--- src/inc/tmc_pkg.sv ---
// tmc_pkg: shared types and constants for the timer/counter block.
// assumes a single core clock; every user of it writes tmc_pkg::name.
`default_nettype none
package tmc_pkg;

  // operating modes, two select bits (high, low)
  typedef enum logic [1:0] {
    TMC_MODE_13     = 2'b00,
    TMC_MODE_16     = 2'b01,
    TMC_MODE_RELOAD = 2'b10,
    TMC_MODE_SPLIT  = 2'b11
  } tmc_mode_t;

  // per-timer control bits, as software would hold them in its registers
  typedef struct packed {
    logic run_enable;     // run enable from the control register
    logic counter_sel;    // 1: count event pin, 0: count internal tick
    logic gate;           // 1: count only while the gate pin is high
    logic divide_select;  // 1: tick = clock / 4, 0: tick = clock / 12
    tmc_mode_t mode;      // mode_select_high, mode_select_low
  } tmc_cfg_t;

  // byte write strobes for one timer's count
  typedef struct packed {
    logic wr_low;         // load low byte this cycle
    logic wr_high;        // load high byte this cycle
    logic [7:0] data;     // value to load
  } tmc_wr_t;

  localparam int unsigned TMC_NUM_TIMERS = 3;
  localparam int unsigned TMC_DIV_FAST = 4;
  localparam int unsigned TMC_DIV_SLOW = 12;
  localparam logic [1:0] TMC_PRE4_LAST = 2'(TMC_DIV_FAST - 1);
  localparam logic [3:0] TMC_PRE12_LAST = 4'(TMC_DIV_SLOW - 1);
  localparam logic [7:0] TMC_BYTE_MAX = 8'hff;
  localparam logic [4:0] TMC_LOW5_MAX = 5'h1f;
  localparam logic [7:0] TMC_COUNT_RESET = 8'h00;

  // bit positions of the synchronised pin vector
  localparam int unsigned TMC_PIN_EV0 = 0;
  localparam int unsigned TMC_PIN_EV1 = 1;
  localparam int unsigned TMC_PIN_EV2 = 2;
  localparam int unsigned TMC_PIN_GATE0 = 3;
  localparam int unsigned TMC_PIN_GATE1 = 4;
  localparam int unsigned TMC_NUM_PINS = 5;

endpackage
`default_nettype wire

--- src/rtl/tmc_counter.sv ---
// tmc_counter: one 16-bit count held as two bytes, with the four modes.
// assumes increments are already qualified by run, gate and source.
`timescale 1ns/10ps
`default_nettype none
module tmc_counter (
  input wire logic clk_sys,                  // core clock
  input wire logic rst_n,                    // synchronous reset, low
  input wire tmc_pkg::tmc_mode_t mode,       // counting mode
  input wire logic inc_low,                  // count one on low part
  input wire logic inc_high,                 // count high byte, split mode only
  input wire tmc_pkg::tmc_wr_t wr,           // software byte loads
  output logic [7:0] count_low,              // low byte register
  output logic [7:0] count_high,             // high byte register
  output logic ovf_low,                      // wrap of main count, this cycle
  output logic ovf_high                      // wrap of high byte in split mode
);
  logic [7:0] low_r, low_nxt, high_r, high_nxt;

  // next count per mode; software loads win over counting
  always_comb begin
    low_nxt = low_r;
    high_nxt = high_r;
    ovf_low = 1'b0;
    ovf_high = 1'b0;
    unique case (mode)
      tmc_pkg::TMC_MODE_13: begin
        // upper three low bits are left alone, software masks them
        if (inc_low) begin
          if (low_r[4:0] == tmc_pkg::TMC_LOW5_MAX) begin
            low_nxt[4:0] = 5'h00;
            high_nxt = high_r + 8'h01;
            ovf_low = (high_r == tmc_pkg::TMC_BYTE_MAX);
          end else begin
            low_nxt[4:0] = low_r[4:0] + 5'h01;
          end
        end
      end
      tmc_pkg::TMC_MODE_16: begin
        if (inc_low) begin
          {high_nxt, low_nxt} = {high_r, low_r} + 16'h0001;
          ovf_low = ({high_r, low_r} == 16'hffff);
        end
      end
      tmc_pkg::TMC_MODE_RELOAD: begin
        if (inc_low) begin
          if (low_r == tmc_pkg::TMC_BYTE_MAX) begin
            low_nxt = high_r;
            ovf_low = 1'b1;
          end else begin
            low_nxt = low_r + 8'h01;
          end
        end
      end
      tmc_pkg::TMC_MODE_SPLIT: begin
        // two independent 8-bit counters
        if (inc_low) begin
          low_nxt = low_r + 8'h01;
          ovf_low = (low_r == tmc_pkg::TMC_BYTE_MAX);
        end
        if (inc_high) begin
          high_nxt = high_r + 8'h01;
          ovf_high = (high_r == tmc_pkg::TMC_BYTE_MAX);
        end
      end
    endcase
    if (wr.wr_low) begin
      low_nxt = wr.data;
    end
    if (wr.wr_high) begin
      high_nxt = wr.data;
    end
  end

  // count bytes
  always_ff @(posedge clk_sys) begin
    if (!rst_n) begin
      low_r <= tmc_pkg::TMC_COUNT_RESET;
      high_r <= tmc_pkg::TMC_COUNT_RESET;
    end else begin
      low_r <= low_nxt;
      high_r <= high_nxt;
    end
  end

  assign count_low = low_r;
  assign count_high = high_r;
endmodule
`default_nettype wire

--- src/rtl/tmc_top.sv ---
// tmc_top: three timer/counters with prescaler, pin sync, flags, pulses.
// assumes control bits come from registers on clk_sys; pins are async.
//
// Function
// - three independent timers, each with own event pin and overflow output
// - each timer counts core-clock ticks or falling transitions on its event pin
// - 16-bit count, read and written as separate low and high bytes
// - timers 0 and 1 overflow pulse exactly one clock
// - timer 2 overflow pulses one clock; no output enable, no down count
// - modes: 13-bit, 16-bit, 8-bit reload, split (timer 0 only); timer 2 runs 16-bit only
// - mode 0 uses low five bits of low byte plus whole high byte
// - counting only while run enable set; count holds otherwise, save timer 0 high byte in split mode (timer 1 run bit)
// - counter select picks internal tick or external event pin
// - with gate set, timers 0 and 1 count only while matching interrupt pin high
// - mode 0 wraps past 1fff, sets flag, pulses output one cycle
// - mode 1 wraps from ffff, otherwise like mode 0
// - mode bits: 00 13-bit, 01 16-bit, 10 reload, 11 fourth mode
// - internal tick is clock divided by 4 or 12, per-timer select
// - overflow flag clears when processor vectors to timer interrupt
`timescale 1ns/10ps
`default_nettype none
module tmc_top (
  input wire logic clk_sys,                    // core clock
  input wire logic rst_n,                      // synchronous reset, low
  input wire logic timer0_event_input,         // async event pin, timer 0
  input wire logic timer1_event_input,         // async event pin, timer 1
  input wire logic timer2_event_input,         // async event pin, timer 2
  input wire logic ext_irq0_pin_n,             // async gate pin, timer 0
  input wire logic ext_irq1_pin_n,             // async gate pin, timer 1
  input wire tmc_pkg::tmc_cfg_t cfg0,          // timer 0 control bits
  input wire tmc_pkg::tmc_cfg_t cfg1,          // timer 1 control bits
  input wire tmc_pkg::tmc_cfg_t cfg2,          // timer 2 control (gate, mode unused)
  input wire tmc_pkg::tmc_wr_t wr0,            // timer 0 byte loads
  input wire tmc_pkg::tmc_wr_t wr1,            // timer 1 byte loads
  input wire tmc_pkg::tmc_wr_t wr2,            // timer 2 byte loads
  input wire logic [2:0] vector_ack,           // pulse: cpu vectors to timer n isr
  output logic [7:0] timer0_count_low,         // timer 0 low byte
  output logic [7:0] timer0_count_high,        // timer 0 high byte
  output logic [7:0] timer1_count_low,         // timer 1 low byte
  output logic [7:0] timer1_count_high,        // timer 1 high byte
  output logic [7:0] timer2_count_low,         // timer 2 low byte
  output logic [7:0] timer2_count_high,        // timer 2 high byte
  output logic timer0_overflow_flag,           // sticky overflow, timer 0
  output logic timer1_overflow_flag,           // sticky overflow, timer 1
  output logic timer2_overflow_flag,           // sticky overflow, timer 2
  output logic timer0_overflow_pulse,          // one-clock overflow, timer 0
  output logic timer1_overflow_pulse,          // one-clock overflow, timer 1
  output logic timer2_overflow_pulse           // one-clock overflow, timer 2
);
  localparam int unsigned NP = tmc_pkg::TMC_NUM_PINS;
  localparam int unsigned NT = tmc_pkg::TMC_NUM_TIMERS;

  logic [NP-1:0] pin_raw;
  logic [NP-1:0] sync1_r, sync1_nxt, sync2_r, sync2_nxt;
  logic [NT-1:0] ev_prev_r, ev_prev_nxt, ev_fall;
  logic [1:0] pre4_r, pre4_nxt;
  logic [3:0] pre12_r, pre12_nxt;
  logic tick4, tick12;
  logic [NT-1:0] int_tick, src_tick;
  logic gate_open0, gate_open1;
  logic inc0_low, inc0_high, inc1_low, inc2_low;
  logic ovf0_low, ovf0_high, ovf1_low, ovf2_low, unused_ovf1_high, unused_ovf2_high;
  logic [NT-1:0] flag_r, flag_nxt, pulse_r, pulse_nxt;
  tmc_pkg::tmc_mode_t mode1_eff;

  assign pin_raw = {ext_irq1_pin_n, ext_irq0_pin_n, timer2_event_input,
                    timer1_event_input, timer0_event_input};

  // two-flop sync; stage one feeds only stage two to keep metastability contained
  always_comb begin
    sync1_nxt = pin_raw;
    sync2_nxt = sync1_r;
    ev_prev_nxt = sync2_r[NT-1:0];
  end

  always_ff @(posedge clk_sys) begin
    if (!rst_n) begin
      sync1_r <= '0;
      sync2_r <= '0;
      ev_prev_r <= '0;
    end else begin
      sync1_r <= sync1_nxt;
      sync2_r <= sync2_nxt;
      ev_prev_r <= ev_prev_nxt;
    end
  end

  // one event per falling transition on a synchronised pin
  assign ev_fall = ev_prev_r & ~sync2_r[NT-1:0];

  // free-running prescalers shared by all timers
  always_comb begin
    pre4_nxt = (pre4_r == tmc_pkg::TMC_PRE4_LAST) ? 2'h0 : pre4_r + 2'h1;
    pre12_nxt = (pre12_r == tmc_pkg::TMC_PRE12_LAST) ? 4'h0 : pre12_r + 4'h1;
  end

  always_ff @(posedge clk_sys) begin
    if (!rst_n) begin
      pre4_r <= 2'h0;
      pre12_r <= 4'h0;
    end else begin
      pre4_r <= pre4_nxt;
      pre12_r <= pre12_nxt;
    end
  end

  assign tick4 = (pre4_r == tmc_pkg::TMC_PRE4_LAST);
  assign tick12 = (pre12_r == tmc_pkg::TMC_PRE12_LAST);

  // internal tick per divide select, then source per counter select
  always_comb begin
    int_tick[0] = cfg0.divide_select ? tick4 : tick12;
    int_tick[1] = cfg1.divide_select ? tick4 : tick12;
    int_tick[2] = cfg2.divide_select ? tick4 : tick12;
    src_tick[0] = cfg0.counter_sel ? ev_fall[0] : int_tick[0];
    src_tick[1] = cfg1.counter_sel ? ev_fall[1] : int_tick[1];
    src_tick[2] = cfg2.counter_sel ? ev_fall[2] : int_tick[2];
  end

  // gating: pin high opens the gate when gate bit set
  assign gate_open0 = ~cfg0.gate | sync2_r[tmc_pkg::TMC_PIN_GATE0];
  assign gate_open1 = ~cfg1.gate | sync2_r[tmc_pkg::TMC_PIN_GATE1];

  // increments held off unless running
  always_comb begin
    inc0_low = cfg0.run_enable & gate_open0 & src_tick[0];
    // split mode lends timer 1's run bit to timer 0's high byte
    inc0_high = cfg1.run_enable & int_tick[0];
    // timer 1 in the fourth mode just stops
    inc1_low = cfg1.run_enable & gate_open1 & src_tick[1]
               & (cfg1.mode != tmc_pkg::TMC_MODE_SPLIT);
    inc2_low = cfg2.run_enable & src_tick[2];
  end

  // timer 1 mode passed as 16-bit in the fourth mode, so split logic never runs there
  assign mode1_eff = (cfg1.mode == tmc_pkg::TMC_MODE_SPLIT) ? tmc_pkg::TMC_MODE_16 : cfg1.mode;

  // timer 0: all four modes
  tmc_counter u_timer0 (
    .clk_sys(clk_sys),
    .rst_n(rst_n),
    .mode(cfg0.mode),
    .inc_low(inc0_low),
    .inc_high(inc0_high),
    .wr(wr0),
    .count_low(timer0_count_low),
    .count_high(timer0_count_high),
    .ovf_low(ovf0_low),
    .ovf_high(ovf0_high)
  );

  // timer 1: modes 0 to 2, fourth mode stopped
  tmc_counter u_timer1 (
    .clk_sys(clk_sys),
    .rst_n(rst_n),
    .mode(mode1_eff),
    .inc_low(inc1_low),
    .inc_high(1'b0),
    .wr(wr1),
    .count_low(timer1_count_low),
    .count_high(timer1_count_high),
    .ovf_low(ovf1_low),
    .ovf_high(unused_ovf1_high)
  );

  // timer 2: plain 16-bit up count, no down count or output enable
  tmc_counter u_timer2 (
    .clk_sys(clk_sys),
    .rst_n(rst_n),
    .mode(tmc_pkg::TMC_MODE_16),
    .inc_low(inc2_low),
    .inc_high(1'b0),
    .wr(wr2),
    .count_low(timer2_count_low),
    .count_high(timer2_count_high),
    .ovf_low(ovf2_low),
    .ovf_high(unused_ovf2_high)
  );

  // flags: set beats the vector clear so a wrap in the ack cycle is kept
  always_comb begin
    flag_nxt[0] = ovf0_low | (flag_r[0] & ~vector_ack[0]);
    flag_nxt[1] = ovf1_low | ovf0_high | (flag_r[1] & ~vector_ack[1]);
    flag_nxt[2] = ovf2_low | (flag_r[2] & ~vector_ack[2]);
    pulse_nxt[0] = ovf0_low;
    pulse_nxt[1] = ovf1_low | ovf0_high;
    pulse_nxt[2] = ovf2_low;
  end

  // flag and pulse registers, one per timer
  always_ff @(posedge clk_sys) begin
    if (!rst_n) begin
      flag_r <= '0;
      pulse_r <= '0;
    end else begin
      flag_r <= flag_nxt;
      pulse_r <= pulse_nxt;
    end
  end

  assign timer0_overflow_flag = flag_r[0];
  assign timer1_overflow_flag = flag_r[1];
  assign timer2_overflow_flag = flag_r[2];
  assign timer0_overflow_pulse = pulse_r[0];
  assign timer1_overflow_pulse = pulse_r[1];
  assign timer2_overflow_pulse = pulse_r[2];
endmodule
`default_nettype wire

--- config.mk ---
export PLATFORM = sky130hd
export DESIGN_NAME = tmc_top
export DESIGN_NICKNAME = d
export VERILOG_FILES = /design/src/inc/tmc_pkg.sv /design/src/rtl/tmc_counter.sv /design/src/rtl/tmc_top.sv
export SDC_FILE = /design/constraint.sdc
export NUM_CORES = 1
export LEC_CHECK = 0
export BUFFER_PORTS_ARGS = -buffer_cell sky130_fd_sc_hd__clkbuf_2
export CAP_MARGIN = 20
export CELL_PAD_IN_SITES_DETAIL_PLACEMENT = 0
export CELL_PAD_IN_SITES_GLOBAL_PLACEMENT = 1
export CORE_MARGIN = 10
export CORE_UTILIZATION = 38
export CTS_CLUSTER_SIZE = 14
export DETAILED_ROUTE_END_ITERATION = 10
export PLACE_DENSITY = 0.86
export SLEW_MARGIN = 10
export SYNTH_ARGS = -nofsm -noshare
export SYNTH_HDL_FRONTEND = slang
export SYNTH_SLANG_ARGS = --single-unit
export TNS_END_PERCENT = 20
--- constraint.sdc ---
create_clock -name clk_sys -period 2.9 [get_ports clk_sys]
set_clock_uncertainty 0.15 [all_clocks]
set_input_delay 0 -clock clk_sys [delete_from_list [all_inputs] [get_ports clk_sys]]
set_output_delay 0 -clock clk_sys [all_outputs]
set_load 0.005 [all_outputs]
Word level (Yosys, flattened, before mapping) --
Index checks and enable logic that the tools add are counted.
Storage, ports and cells: output and inout bits 54, bits in registers 73, logic and storage cells 157, bits of input ports 58
Cells by class: equal/unequal tests 34, bitwise logic cells 24, mux-type cells 57, add/subtract/negate cells 11, reduce and logical (&&, ||, !) cells 16
Operator list (number):
- 2-to-1 mux 8 bit | 23
- adder 16 x 1 -> 16 bit (second input constant) | 3
- == test 16 bit (second input constant) | 3
- case mux 5 bit (4 select lines) | 2
- != test 3 bit (second input constant) | 13
- adder 8 x 1 -> 8 bit (second input constant) | 4
- == test 8 bit (second input constant) | 4
- case mux 8 bit (3 select lines) | 1
- 2-to-1 mux 1 bit | 21
- 2-to-1 mux 5 bit | 4
- AND reduction 4 bit | 5
- case mux 3 bit (3 select lines) | 2
- case mux 8 bit (2 select lines) | 1
- == test 2 bit (second input constant) | 6
- nonzero test 4 bit | 3
- adder 5 x 1 -> 5 bit (second input constant) | 2
- bitwise AND 1 bit | 10
- == test 5 bit (second input constant) | 2
- case mux 1 bit (4 select lines) | 2
- != test 3 x 2 -> 1 bit (second input constant) | 2
- inverter 1 bit | 6
- OR 1 bit | 6
- AND reduction 5 bit | 1
- adder 4 x 1 -> 4 bit (second input constant) | 1
- 11 further kinds | 15

Logic depth before layout (Yosys ltp) --
Gate-level depths: netlist of run 1.
depth in word-level cells 9, mapped depth 9, depth with buffers taken out 8

Hierarchy --
A second synthesis of run 1 with hierarchy kept.
Second synthesis, totals: cell total of the unflattened synthesis 679, area, all modules 5539.1 um^2
By module, submodules not included:
- tmc_counter | cells an instance 197, sequential area each 320.3 um^2, instances 3, area an instance 1544.0 um^2
- tmc_top | cells an instance 88, sequential area each 500.5 um^2, instances 1, area an instance 907.1 um^2

Worst setup path after synthesis of run 1 --
OpenSTA, ideal clock, no wires.
path type flip-flop to flip-flop, from register u_timer1.low_r[0], in the netlist u_timer1.count_low[0], to register u_timer1.high_r[3], in the netlist u_timer1.count_high[3], period minus slack after synthesis 2.465 ns, cell stages (with the launch flop) 10, library setup time 0.122 ns, buffers on the path 1, data required time 2.628 ns, arrival 2.194 ns, path slack 0.435 ns, path through dfxtp_1 > ha_1 > and3_1 > clkbuf_1 > ha_1 > nor3b_1 > nand2_1 > a21o_1 > o31a_1 > o311a_1
Between the ends: cells in the longest elaborated chain, start to end 4, elaborated cells between the ends (all ways) 7, classes of those cells add/sub: 1; eq/ne: 2; mux: 3; reduce/logical: 1
Ends and longest elaborated chain:
- start: declaration | line tmc_counter.sv:17 | logic [7:0] low_r, low_nxt, high_r, high_nxt;
- start signal: assignment | line tmc_counter.sv:77 | low_r <= tmc_pkg::TMC_COUNT_RESET;
- start signal: assignment | line tmc_counter.sv:80 | low_r <= low_nxt;
- adder 16 x 1 -> 16 bit | line tmc_counter.sv:40 | {high_nxt, low_nxt} = {high_r, low_r} + 16'h0001;
- 2-to-1 mux 8 bit | line tmc_counter.sv:39 | if (inc_low) begin
- case mux 8 bit (2 select lines) | line tmc_counter.sv:25 | unique case (mode)
- 2-to-1 mux 8 bit | line tmc_counter.sv:69 | if (wr.wr_high) begin
- end signal: assignment | line tmc_counter.sv:78 | high_r <= tmc_pkg::TMC_COUNT_RESET;
- end signal: assignment | line tmc_counter.sv:81 | high_r <= high_nxt;
- end: declaration | line tmc_counter.sv:17
Parallel ways exist; a longest one is shown, timed or not. The select of a mux whose other input is x is not followed. A chain may end at the register's enable or synchronous reset.

Worst setup path in the final report of run 1 --
from register pre12_r[0], to register u_timer1.low_r[5], in the netlist u_timer1.count_low[5]
Between the ends: cells in the longest elaborated chain, start to end 7, elaborated cells between the ends (all ways) 9, classes of those cells eq/ne: 4; mux: 2; bitwise: 2; reduce/logical: 1
Ends and longest elaborated chain:
- start: declaration | line tmc_top.sv:57 | logic [3:0] pre12_r, pre12_nxt;
- start signal: assignment | line tmc_top.sv:103 | pre12_r <= pre12_nxt;
- == test 4 bit (*) | line tmc_top.sv:108 | assign tick12 = (pre12_r == tmc_pkg::TMC_PRE12_LAST);
- 2-to-1 mux 1 bit (*) | line tmc_top.sv:113 | int_tick[1] = cfg1.divide_select ? tick4 : tick12;
- 2-to-1 mux 1 bit (*) | line tmc_top.sv:116 | src_tick[1] = cfg1.counter_sel ? ev_fall[1] : int_tick[1];
- bitwise AND 1 bit (*) | line tmc_top.sv:130 | inc1_low = cfg1.run_enable & gate_open1 & src_tick[1]
- bitwise AND 1 bit (*) | line tmc_top.sv:131 | & (cfg1.mode != tmc_pkg::TMC_MODE_SPLIT);
- != test 3 bit (no line)
- AND reduction 4 bit (no line) (*)
Mark *: on every way between the ends. The rest lies on a longest branch, timed or not.

==> run summary, run 1 <==
The reported leakage power is 2.22 nW, and the number of global-route vias before repair is 4260. For the post-route setup TNS, the log shows 0 ps. STA puts the critical path data required time at 2990 ps. Worst min-delay path category: primary input to register. The Yosys step of the flow raised 0 warnings. The tools report the overall via count from detail_route as 4384.

The post-route worst setup slack is 171 ps. The routed design could run at a clock period as short as 2730 ps. At the end of routability-driven placement, the weighted congestion stood at 0.905.

The DRC violation count after routing was 0. The post-CTS setup-driven buffer insertion count was 0; the die height was 123 um. Walking the worst path, the cells encountered are ha_1 -> nand3b_4 -> o21a_1 -> or2_1 -> o21ai_0 -> a31oi_1 -> dlygate4sd3_1.

The via-per-instance ratio came out at 5.54. The proportion of power drawn by the clock network was 0.331. In this run the tool buffered the top-level ports with 108 buffer cells.

In this run the number of H-tree levels came out at 3. The die covers 0.0152 mm^2. The logs give 0 for the remaining global-route overflow and 0.00542 mm^2 for the post-layout instance area. Wire length per cell after detailed routing: 16.7 um.

For this design the ratio of total power to cell area is 417 mW/mm^2. The primary flip-flop cell chosen by synthesis mapping is dfxtp_1. The synthesized design contains 0 enable-type register cells. The tool flagged a number of max-cap violations equal to 0. Width of the chip: 123 um. For this run, the slowest stage of the critical path takes 570 ps. IR analysis of the VDD net gives a maximum drop of 214 uV.

The multi-input logic area was 0.00245 mm^2; the reported net switching power was 648 uW. The post-synthesis async set-or-reset flop share works out to 0. Setup repair after global routing left no endpoint under its margin.

The family with the most delay on the worst path is compound AO/OA/AOI/OAI gates. The global-route total usage across every layer was 0.173; the area of the core region was 0.0104 mm^2. Summing all placed instances gives a cell area of 0.00470 mm^2. Internal power comes to 1.61 mW. After technology mapping, the gate count stands at 494. After layout, the design draws a total of 2.26 mW. Slowest stage cell on the critical path: dlygate4sd3_1. Starting DRC count in detailed routing: 329. The cell area that synthesis handed to floorplanning was 0.00404 mm^2. Data on the critical path arrives at its endpoint at 2820 ps. The final max-slew violation count is 0, and the proportion of power drawn by flip-flops and latches is 0.504. TritonCTS built the clock tree.

In this run the worst path has a maximum fanout of 14. Relative area change from synthesis to final layout: 34.1%. For this design the top-level I/O count stands at 112.

The unique cell type count in the Yosys netlist is 57, and the count of buffering cells on the critical path with inverters included is 1. The starting density of the core is 0.390, and the total number of placement rows is 37. The clock latency on the worst-skew pair is 350 ps. The longest clock path from root to sink contains 2 buffers. The post-detailed-routing wire length is 13.2 mm, and the largest net degree at the start of global routing is 35.

The per-instance average area after synthesis is 8.19 um^2, and the sink count of the clock tree is 73. Clock-pin slew was measured on the worst setup and hold paths at 70 ps. Summing all flip-flop and latch instances after layout gives 0.00146 mm^2. Summed over all nets, the half-perimeter wirelength after detailed placement is 9.59 mm. The worst setup path is captured at a register. Clock tree synthesis selected as its root buffer the cell clkbuf_8.

The first global-routing pass estimated 21.3 mm of wire. Before CTS, the worst setup slack after placement is 239 ps. STA classifies the critical path startpoint as a register. The repair_antennas step left the layout with diodes totalling 0. The run gives 0 as the initial antenna violation count.

Setup violations remaining at the end of the flow were counted as 0. Number of fill cells in the layout: 1029. The first detailed-routing pass took 8 iterations. For the pin with the worst max-slew slack, the measured transition is 731 ps.

For the residual antenna-violating net count after detailed routing, the log shows 0. The flow ran to the end, and the final reports show no timing, DRC or antenna violations. The share of post-route cells with drive strength above 1 was 0.202. The switching part of the total power is 0.287, and the hold violation count in the final report is 0. The final net count was 717; the share of synthesized area occupied by flip-flops and latches was 0.361.

The critical path in this run is classified as register to register. TritonCTS created 9 clock buffers. The portion of the clock cycle consumed by the worst path in the final layout was 0.941; the number of nets produced by synthesis was 561.

Static timing analysis puts the maximum clock frequency at 366 MHz. The part of the power in combinational logic was 0.165; the post-synthesis sequential element count was 73. The run gives 0.508 as the worst slew margin relative to its limit.
==> tightest hold or removal path, cell delays in order <==
cell      delay, ps
clkbuf_2        140
o2111a_1        180
nand2_1         100
a21oi_1          70
==> flip-flops by register name (all words and copies together), names as in the netlist <==
name,count
u_timer0.count_high,8
ev_prev_r,3
u_timer2.count_low,8
pulse_r,3
sync2_r,5
u_timer1.count_high,8
u_timer2.count_high,8
u_timer0.count_low,8
u_timer1.count_low,8
pre12_r,4
pre4_r,2
sync1_r,5
flag_r,3
==> cells by family (layout without fill, tap and decap cells) <==
kind of cell / after synthesis / after routing / synth area share
flip-flops: 73 / 73 / 0.361
AND/OR/NAND/NOR: 207 / 207 / 0.283
buffers and inverters: 37 / 198 / 0.0347
XOR/XNOR: 27 / 27 / 0.0585
adder cells (fa/ha/maj): 9 / 9 / 0.0278
multiplexers: 4 / 4 / 0.0102
AO/OA/AOI/OAI: 137 / 137 / 0.224
==> cell usage in the layout, fill, tap and decap left out, types with 4 or more instances in the layout <==
cell           instances
a211oi_1              10
a21oi_1               26
a31oi_1               15
and2_1                22
and3_1                10
and4_1                 4
clkbuf_2             108
clkbuf_8              11
dfxtp_1               73
dlygate4sd3_1         54
ha_1                   9
inv_1                 17
nand2_1               32
nand2b_1              11
nand3_1               30
nand4_1                6
nor2_1                28
nor2b_1                9
nor3_1                16
nor3b_1                6
nor4_1                14
o211ai_1               5
o21ai_0               36
o31a_1                 5
o31ai_1               12
or4_1                  5
xnor2_1               22
xor2_1                 5
==> repair_timing <==
item / CTS / global route
hold endpoints to repair: 58 / 0
gates resized for setup: 0 / 1
endpoints found under the setup margin: 0 / 2
hold buffers: 54 / 0
==> power by group through the flow <==
| stage | clock (mW) | sequential (mW) | combinational (mW) |
|---|---|---|---|
| 3_5_place_dp | 0 | 1.16 | 0.318 |
| 4_1_cts | 0.767 | 1.14 | 0.374 |
| 3_3_place_gp | 0 | 1.16 | 0.313 |
| 5_1_grt | 0.807 | 1.15 | 0.417 |
| 6_report | 0.748 | 1.14 | 0.373 |
| 2_1_floorplan | 0 | 1.15 | 0.176 |
==> worst paths after layout <==
check                        start  depth (start not counted)                                 end  slack [ps]
min                        cfg0[0]                          4               pulse_r[1]$_SDFF_PN0_          30
max          pre12_r[0]$_SDFF_PP0_                          7  u_timer1.count_low[5]$_SDFFE_PN0P_         170
max reg2reg  pre12_r[0]$_SDFF_PP0_                          7  u_timer1.count_low[5]$_SDFFE_PN0P_         170
min reg2reg  sync1_r[2]$_SDFF_PN0_                          1               sync2_r[2]$_SDFF_PN0_         290
==> metrics by stage <==
| step | hold slack, ps | utilization | instances |
|---|---|---|---|
| final | 29.8 | 0.523 | 791 |
| after global routing | 34.3 | 0.523 | 791 |
| after CTS | 17.6 | 0.522 | 791 |
| after detailed placement | 60.9 | 0.453 | 721 |
| after global placement | 57.0 | 0.453 | 721 |
| after floorplan | -22.7 | - | 494 |
==> per-layer routing <==
metal  part of all wire  vias to the layer above  GRT usage
li1                   -                     2154          -
met1               0.43                     2050      0.208
met2               0.48                      155      0.287
met3              0.075                       25     0.0506
met4              0.015                        0     0.0590
met5                  0                        -          0
==> cell usage after synthesis, types with 15 or more instances <==
cell type	number	share of area
and2_1	22	0.034
nor2_1	28	0.026
dfxtp_1	73	0.36
a21oi_1	26	0.032
nor3_1	16	0.020
clkbuf_1	17	0.016
inv_1	17	0.016
o21ai_0	36	0.045
xnor2_1	22	0.048
nand3_1	30	0.037
a31oi_1	15	0.023
nand2_1	32	0.030
==> cell type report <==
class	instances	area share
clock inverter	2	0.00231
timing repair buffer	165	0.204
clock buffer	14	0.0300
sequential	73	0.270
multi-input combinational	384	0.451
tap	136	0.0314
inverter	17	0.0118
Note: power is estimated with default switching activity, not from simulation.
==> run 2, diff against run 1 <==
- ABC_AREA: default -> 1
- CORE_UTILIZATION: 38 -> 37
- PLACE_DENSITY: 0.86 -> 0.87
==> run summary, run 2 <==
The internal portion of the total power is 1.86 mW. Xor/xnor cell area share of the yosys netlist: 0.0400. The logs give 40 for the total number of placement rows and 24.8 mm for the wire length of the first global-routing pass.

CTS saw 73 sinks. The path class of the tightest hold or removal check is primary input to register. The logs give 0.397 for the proportion of power drawn by the clock network and 0.176 for the part of the power in combinational logic.

Compared with the post-synthesis result, the final layout area differs by 35.0%. The fraction of post-synthesis cell area in the top cell type by area came out at 0.318. Along the worst path, the maximum fanout reaches 6. Residual antenna-violating net count after detailed routing: 0. Ranked by total cell area, the synthesized netlist is headed by dfxtp_1 32%, nand2_1 16%, nor2_1 7.7%.

For the worst setup path, the data arrival time is 2690 ps. The post-synthesis async set-or-reset flop share was 0; the unique cell type count in the Yosys netlist was 41. The total die area was 0.0173 mm^2; the largest net degree at the start of global routing was 37.

The fraction of the mapped netlist area in simple logic gates is 0.393. The switching part of the total power works out to 0.301. The width of the chip was 132 um.

Across the run, the number of max-cap violations was 0. The number of I/O port buffers is 108. The cell taking the most area after synthesis was dfxtp_1. During I/O placement, the number of pins put on the boundary was 112. The hold slack was 15.4 ps; the area of the core region was 0.0121 mm^2.

The worst path needs 2600 ps of the cycle, external delays included. STA puts the critical path data required time at 2980 ps. At the pin with the least slew margin, the transition time is 425 ps. Final max-slew violation count: 0.

The CTS H-tree depth is 3. Counting along the longest clock path gives a buffer depth of 2. The worst slew margin relative to its limit was 0.717; the multi-input logic area was 0.00270 mm^2. The share of synthesized area occupied by flip-flops and latches is 0.318, and the die height is 132 um. For the HPWL after detailed placement, the log shows 11.0 mm. The final net count is 972, and the number of synthesis warnings is 0.

The startpoint type of the worst setup path is a register. The gate count after technology mapping was 736. The run gives 5229 as the overall via count from detail_route. The number of nets in the synthesized netlist is 803. The first detailed-routing pass ran for 5 iterations. The most common cell after layout, fill and taps aside was nand2_1. The tools report the clock latency on the worst-skew pair as 350 ps. The maximum vdd ir drop was 230 uV.

Global routing finished with a remaining overflow of 0. The tools report the number of gates given a new drive strength after cts as 0. The commonest cells after synthesis are 196 x nand2_1, 94 x nor2_1, 80 x inv_1, 73 x dfxtp_1, 54 x nand3_1. In this run the power spent charging and discharging nets is 800 uW. The cell sitting at the root of the clock tree is a clkbuf_16.

The analysis attributes to cell leakage a power of 2.89 nW. The achievable frequency was 384 MHz. Starting density of the core: 0.380. Setup repair after global routing left no endpoint under its margin. After detailed routing, the number of vias per cell comes to 4.85. The most used flip-flop cell after synthesis is dfxtp_1. For this run, design rule violations remaining after detail routing come to 0. Share of post-route cells with drive strength above 1: 0.188.

Counting the fill cells in the layout gives 1280. Global-route total usage across every layer: 0.170. For the final routed database, the setup TNS stands at 0 ps.

The per-instance average area after synthesis works out to 6.25 um^2. TritonCTS built the clock tree. Yosys mapped a number of flops with a built-in enable equal to 0. The clock transition at the register clock pins on the worst setup and hold paths after CTS was 60 ps. The dominant combinational cell family by area after synthesis is simple AND/OR/NAND/NOR gates. The run gives 14.9 mm as the post-detailed-routing wire length.

The worst setup path is of the register to register kind. The hold violation count in the final report was 0. The portion of the clock cycle consumed by the worst path in the final layout was 0.898; the area taken by flip-flops and latches was 0.00146 mm^2.

The fraction of the core area covered by cells at the end of the flow was 0.513; the proportion of synthesized area in mux cells was 0. The adder-cell share of the synthesized area is 0.0245, and the post-synthesis compound-gate area fraction is 0.130. The most common cell in the synthesized netlist is nand2_1. Dividing the detail-routed wire length by the instance count gives 13.8 um.

Clock tree synthesis inserted a total of 9 buffers. After synthesis the netlist holds a flip-flop and latch count of 73. Routability-driven placement finished with a final weighted congestion of 0.905. The flow ran to the end, and the final reports show no timing, DRC or antenna violations.

The initial antenna violation count is 1. For the number of global-route vias before repair, the log shows 5050. In this run the power density over the cells is 428 mW/mm^2.

The starting DRC count in detailed routing is 295. The library cells used most frequently in the layout, excluding fill and tap cells, are 196 x nand2_1, 108 x clkbuf_2, 94 x nor2_1, 80 x inv_1, 73 x dfxtp_1. Nature of the critical path endpoint: a register. The run gives 0.427 as the proportion of power drawn by flip-flops and latches.

The logs give 0 for the count of endpoints failing setup in the final report and 0.00460 mm^2 for the post-synth design cell area.
==> run 2: cell count changes after synthesis, sizes merged, moves of 10 or more <==
cell,previous run,this run
nand2b,11,0
o31ai,12,0
inv,17,92
nor2,28,101
nand3,30,61
a31oi,15,5
and2,22,0
o21ai,37,47
nand2,32,210
nor4,14,1
xor2,5,18
xnor2,22,3
a21oi,26,42
==> run 2: layout make-up <==
cell class                 count  area share
multi-input combinational    550       0.435
sequential                    73       0.235
timing repair buffer         173       0.191
inverter                      98      0.0592
clock buffer                   9      0.0363
tap                          168      0.0339
clock inverter                 7     0.00866
antenna                        1    0.000403
==> run 2: what timing repair did <==
action | CTS | global route
hold endpoints to repair | 62 | 0
setup endpoints to repair | 0 | 0
hold buffers | 63 | 0
buffers inserted | 0 | 0
==> run 2: cells by family (layout without fill, tap and decap cells) <==
kind of cell	Yosys count	after routing
compound gates	110	110
xor+xnor	21	21
fa+ha+maj	9	9
buf+inv	113	287
flops	73	73
other cells	0	1
simple gates	410	410
==> run 2: per-layer routing <==
layer | part of all wire | vias to the layer above | routed length [um] | global-route usage
li1 | - | 2706 | - | -
met1 | 0.46 | 2350 | 6770 | 0.212
met2 | 0.47 | 154 | 6960 | 0.276
met3 | 0.059 | 19 | 885 | 0.0423
met4 | 0.017 | 0 | 254 | 0.0624
met5 | 0 | - | 0 | 0
==> run 2: path summary, 6_finish.rpt <==
check / end / depth (start not counted) / start / slack [ps]
setup / recovery: u_timer0.count_low[3]$_SDFFE_PN0P_ / 10 / u_timer0.count_low[0]$_SDFFE_PN0P_ / 300
hold reg to reg: sync2_r[3]$_SDFF_PN0_ / 2 / sync1_r[3]$_SDFF_PN0_ / 250
hold / removal: u_timer1.count_high[1]$_SDFFE_PN0P_ / 5 / wr1[8] / 20
setup reg to reg: u_timer0.count_low[3]$_SDFFE_PN0P_ / 10 / u_timer0.count_low[0]$_SDFFE_PN0P_ / 300
==> run 2: power groups by stage <==
stage | clock network (mW) | registers [mW] | logic, mW
final | 1.06 | 1.13 | 0.468
after CTS | 1.09 | 1.13 | 0.467
after global placement | 0 | 1.15 | 0.397
after global routing | 1.13 | 1.14 | 0.532
after detailed placement | 0 | 1.15 | 0.399
after floorplan | 0 | 1.14 | 0.246
==> run 2: worst max-delay path, stage by stage, from the launching register on <==
cell and delay (ps):
dfxtp_1 440, ha_1 200, nand2_1 90, nor2_2 130, ha_1 230, o21bai_1 100, a21oi_1 250, o22ai_1 110
nor3_1 180, nor2_1 60, dlygate4sd3_1 540
==> run 2: through the flow <==
step	power (mW)	worst slack [ps]	std cells	instance area (um^2)
2_1_floorplan	1.39	1020	736	4600
3_3_place_gp	1.55	756	999	5300
3_5_place_dp	1.55	704	999	5300
4_1_cts	2.69	323	1078	6210
5_1_grt	2.80	118	1079	6210
6_report	2.66	297	1079	6210
==> run 3, diff against run 2 <==
--- a/config.mk
+++ b/config.mk
@@ -17,3 +17,2 @@
 export PLACE_DENSITY = 0.87
-export SLEW_MARGIN = 10
 export SYNTH_ARGS = -nofsm -noshare
==> constraint.sdc (replaced) <==
create_clock -name clk_sys -period 2.9 [get_ports clk_sys]
set_clock_uncertainty 0.15 [all_clocks]
set_input_delay 0.145 -clock clk_sys [delete_from_list [all_inputs] [get_ports clk_sys]]
set_output_delay 0.145 -clock clk_sys [all_outputs]
set_load 0.005 [all_outputs]
==> run summary, run 3 (synthesized netlist as in run 2, its figures left out) <==
The HPWL after detailed placement is 11.0 mm. For this block, the routed nets add up to 14.3 mm of wire. Hold violation count in the final report: 0. The congestion estimate from routability-driven global placement came to 0.894.

Final max-slew violation count: 0. Setup violations remaining at the end of the flow were counted as 0. In this run the count of I/O pins placed on the die edge is 112.

The starting density of the core was 0.380; the residual antenna-violating net count after detailed routing was 0. The post-route setup TNS was 0 ps. Entering global routing, the biggest net connects 30 pins.

TritonCTS created 9 clock buffers. After clock tree synthesis, the clock-pin slew on the worst setup and hold paths is 60 ps. In this run the deepest clock path goes through 2 buffers. For the data required time at the worst endpoint, the log shows 2990 ps. The tools report the proportion of power drawn by the clock network as 0.461. TritonCTS built the clock tree.

The logs give 999 for the number of placed cells counting well taps and 0 for the DRC violation count after routing. The die is 132 um tall. In the routed layout, each cell is associated on average with a via count of 4.78. The overall via count from detail_route is 4948, and the initial antenna violation count is 0. The logs give 0.146 for the part of the power in combinational logic and 2.88 mW for the power consumption. The flow ran to the end, and the final reports show no timing, DRC or antenna violations. The H-tree generated during clock tree synthesis spans 3 levels. The tools report the proportion of power drawn by flip-flops and latches as 0.393. In the final routed layout, each cell accounts on average for 13.8 um. Of all nets on the critical path, the largest fanout is 10. The global-route total usage across every layer is 0.166.

The worst setup path is of the register to register kind. The share of post-route cells with drive strength above 1 was 0.197. The switching part of the total power was 0.275. Excluding fillers, the count of instances in the completed layout stands at 1036. Setup slack closes at 736 ps. At the pin with the least slew margin, the transition time is 717 ps. At the later pin of the worst-skew pair, clock insertion delay measures 350 ps. The tools report the achievable frequency as 462 MHz.

Worst slew margin relative to its limit: 0.521. The relative area change from synthesis to final layout is 27.3%, and the number of I/O port buffers is 108. The post-placement worst setup slack was 751 ps; the total die area was 0.0173 mm^2. The logs give 2260 ps for the data arrival time of the worst path and 0 for the max-capacitance violation count. In this run the post-CTS setup repair buffer count came out at 0. VDD sags by at most 293 uV. The startpoint type of the worst setup path was a register. For the number of hold buffers added after CTS, the log shows 21. The total number of placement rows is 40, and the reported net switching power is 792 uW. Post-CTS repair changed the size of 0 cells.

The internal cell power is 2.09 mW, and the width of the chip is 132 um. The portion of the clock cycle consumed by the worst path in the final layout was 0.746. The tools report the root buffer cell as clkbuf_16. Counting every sink on the clock net gives 73.

In this run, the number of DRC markers left after iteration 0 of detailed routing was 305. The clock period could shrink to 2160 ps. Dividing total power by cell area gives a power density of 492 mW/mm^2. Setup repair after global routing left no endpoint under its margin. The reported leakage power was 2.75 nW.

Leaving out fill and tap cells, the most frequent cell in the layout is nand2_1. After global routing the overflow that remains totals 0. The run gives 930 as the final net count. The number of iterations in the first detailed-routing pass is 7. Fill cells in the final layout number 1331. The worst setup path is captured at a register. The region available for standard cell placement spans 0.0121 mm^2.

The number of global-route vias before repair came out at 4932. 0 antenna diodes ended up in the layout. The first global-routing pass estimated 24.2 mm of wire. The library cells used most frequently in the layout, excluding fill and tap cells, are 196 x nand2_1, 108 x clkbuf_2, 94 x nor2_1, 80 x inv_1, 73 x dfxtp_1. The worst min-delay path category was primary input to register.
## run 3: final timing paths
| kind | to | cells after the start | startpoint | slack (ps) |
|---|---|---|---|---|
| worst min-delay path | u_timer0.count_low[3]$_SDFFE_PN0P_ | 3 | wr0[3] | 20 |
| worst min register to register | sync2_r[1]$_SDFF_PN0_ | 2 | sync1_r[1]$_SDFF_PN0_ | 260 |
| worst max-delay path | u_timer0.count_high[1]$_SDFFE_PN0P_ | 11 | u_timer0.count_low[0]$_SDFFE_PN0P_ | 740 |
| worst max register to register | u_timer0.count_high[1]$_SDFFE_PN0P_ | 11 | u_timer0.count_low[0]$_SDFFE_PN0P_ | 740 |
## run 3: worst max-delay path, stage by stage (launching register included)
cell and delay, ps:
dfxtp_1 430, ha_1 200, nand2_1 90, nor2_2 130
ha_1 230, a21oi_1 90, a21oi_1 150, nand2_2 180
nand2_2 180, o21ai_1 90, nor2_1 110, nor2_1 50
## run 3: layer usage
metal  global-route usage  vias up  wire length [um]
met5                    0        -                 0
li1                     -     2614                 -
met3               0.0469       20               772
met1                0.204     2201              6620
met2                0.271      113              6620
met4               0.0581        0               280
## run 3: metrics by stage
stage / area [um^2] / util / hold WS [ps]
3_3_place_gp: 5300 / 0.437 / 176
6_report: 5860 / 0.484 / 18.4
2_1_floorplan: 4600 / - / 92.6
4_1_cts: 5860 / 0.484 / 0.00586
5_1_grt: 5860 / 0.484 / 38.0
3_5_place_dp: 5300 / 0.437 / 183
## run 3: area by class of cell
type | instances | area (um^2) | share of cell area
Tap cell | 168 | 210 | 0.0359
Timing Repair Buffer | 131 | 766 | 0.131
Clock buffer | 9 | 225 | 0.0384
Clock inverter | 7 | 125 | 0.0214
Sequential cell | 73 | 1460 | 0.249
Inverter | 98 | 368 | 0.0628
Multi-Input combinational cell | 550 | 2700 | 0.461
## run 3: power by group through the flow
| stage | registers [mW] | clock network, mW | logic (mW) |
|---|---|---|---|
| after floorplan | 1.14 | 0 | 0.246 |
| after global placement | 1.15 | 0 | 0.397 |
| after detailed placement | 1.15 | 0 | 0.399 |
| after CTS | 1.13 | 1.36 | 0.424 |
| after global routing | 1.14 | 1.40 | 0.484 |
| final | 1.13 | 1.33 | 0.420 |
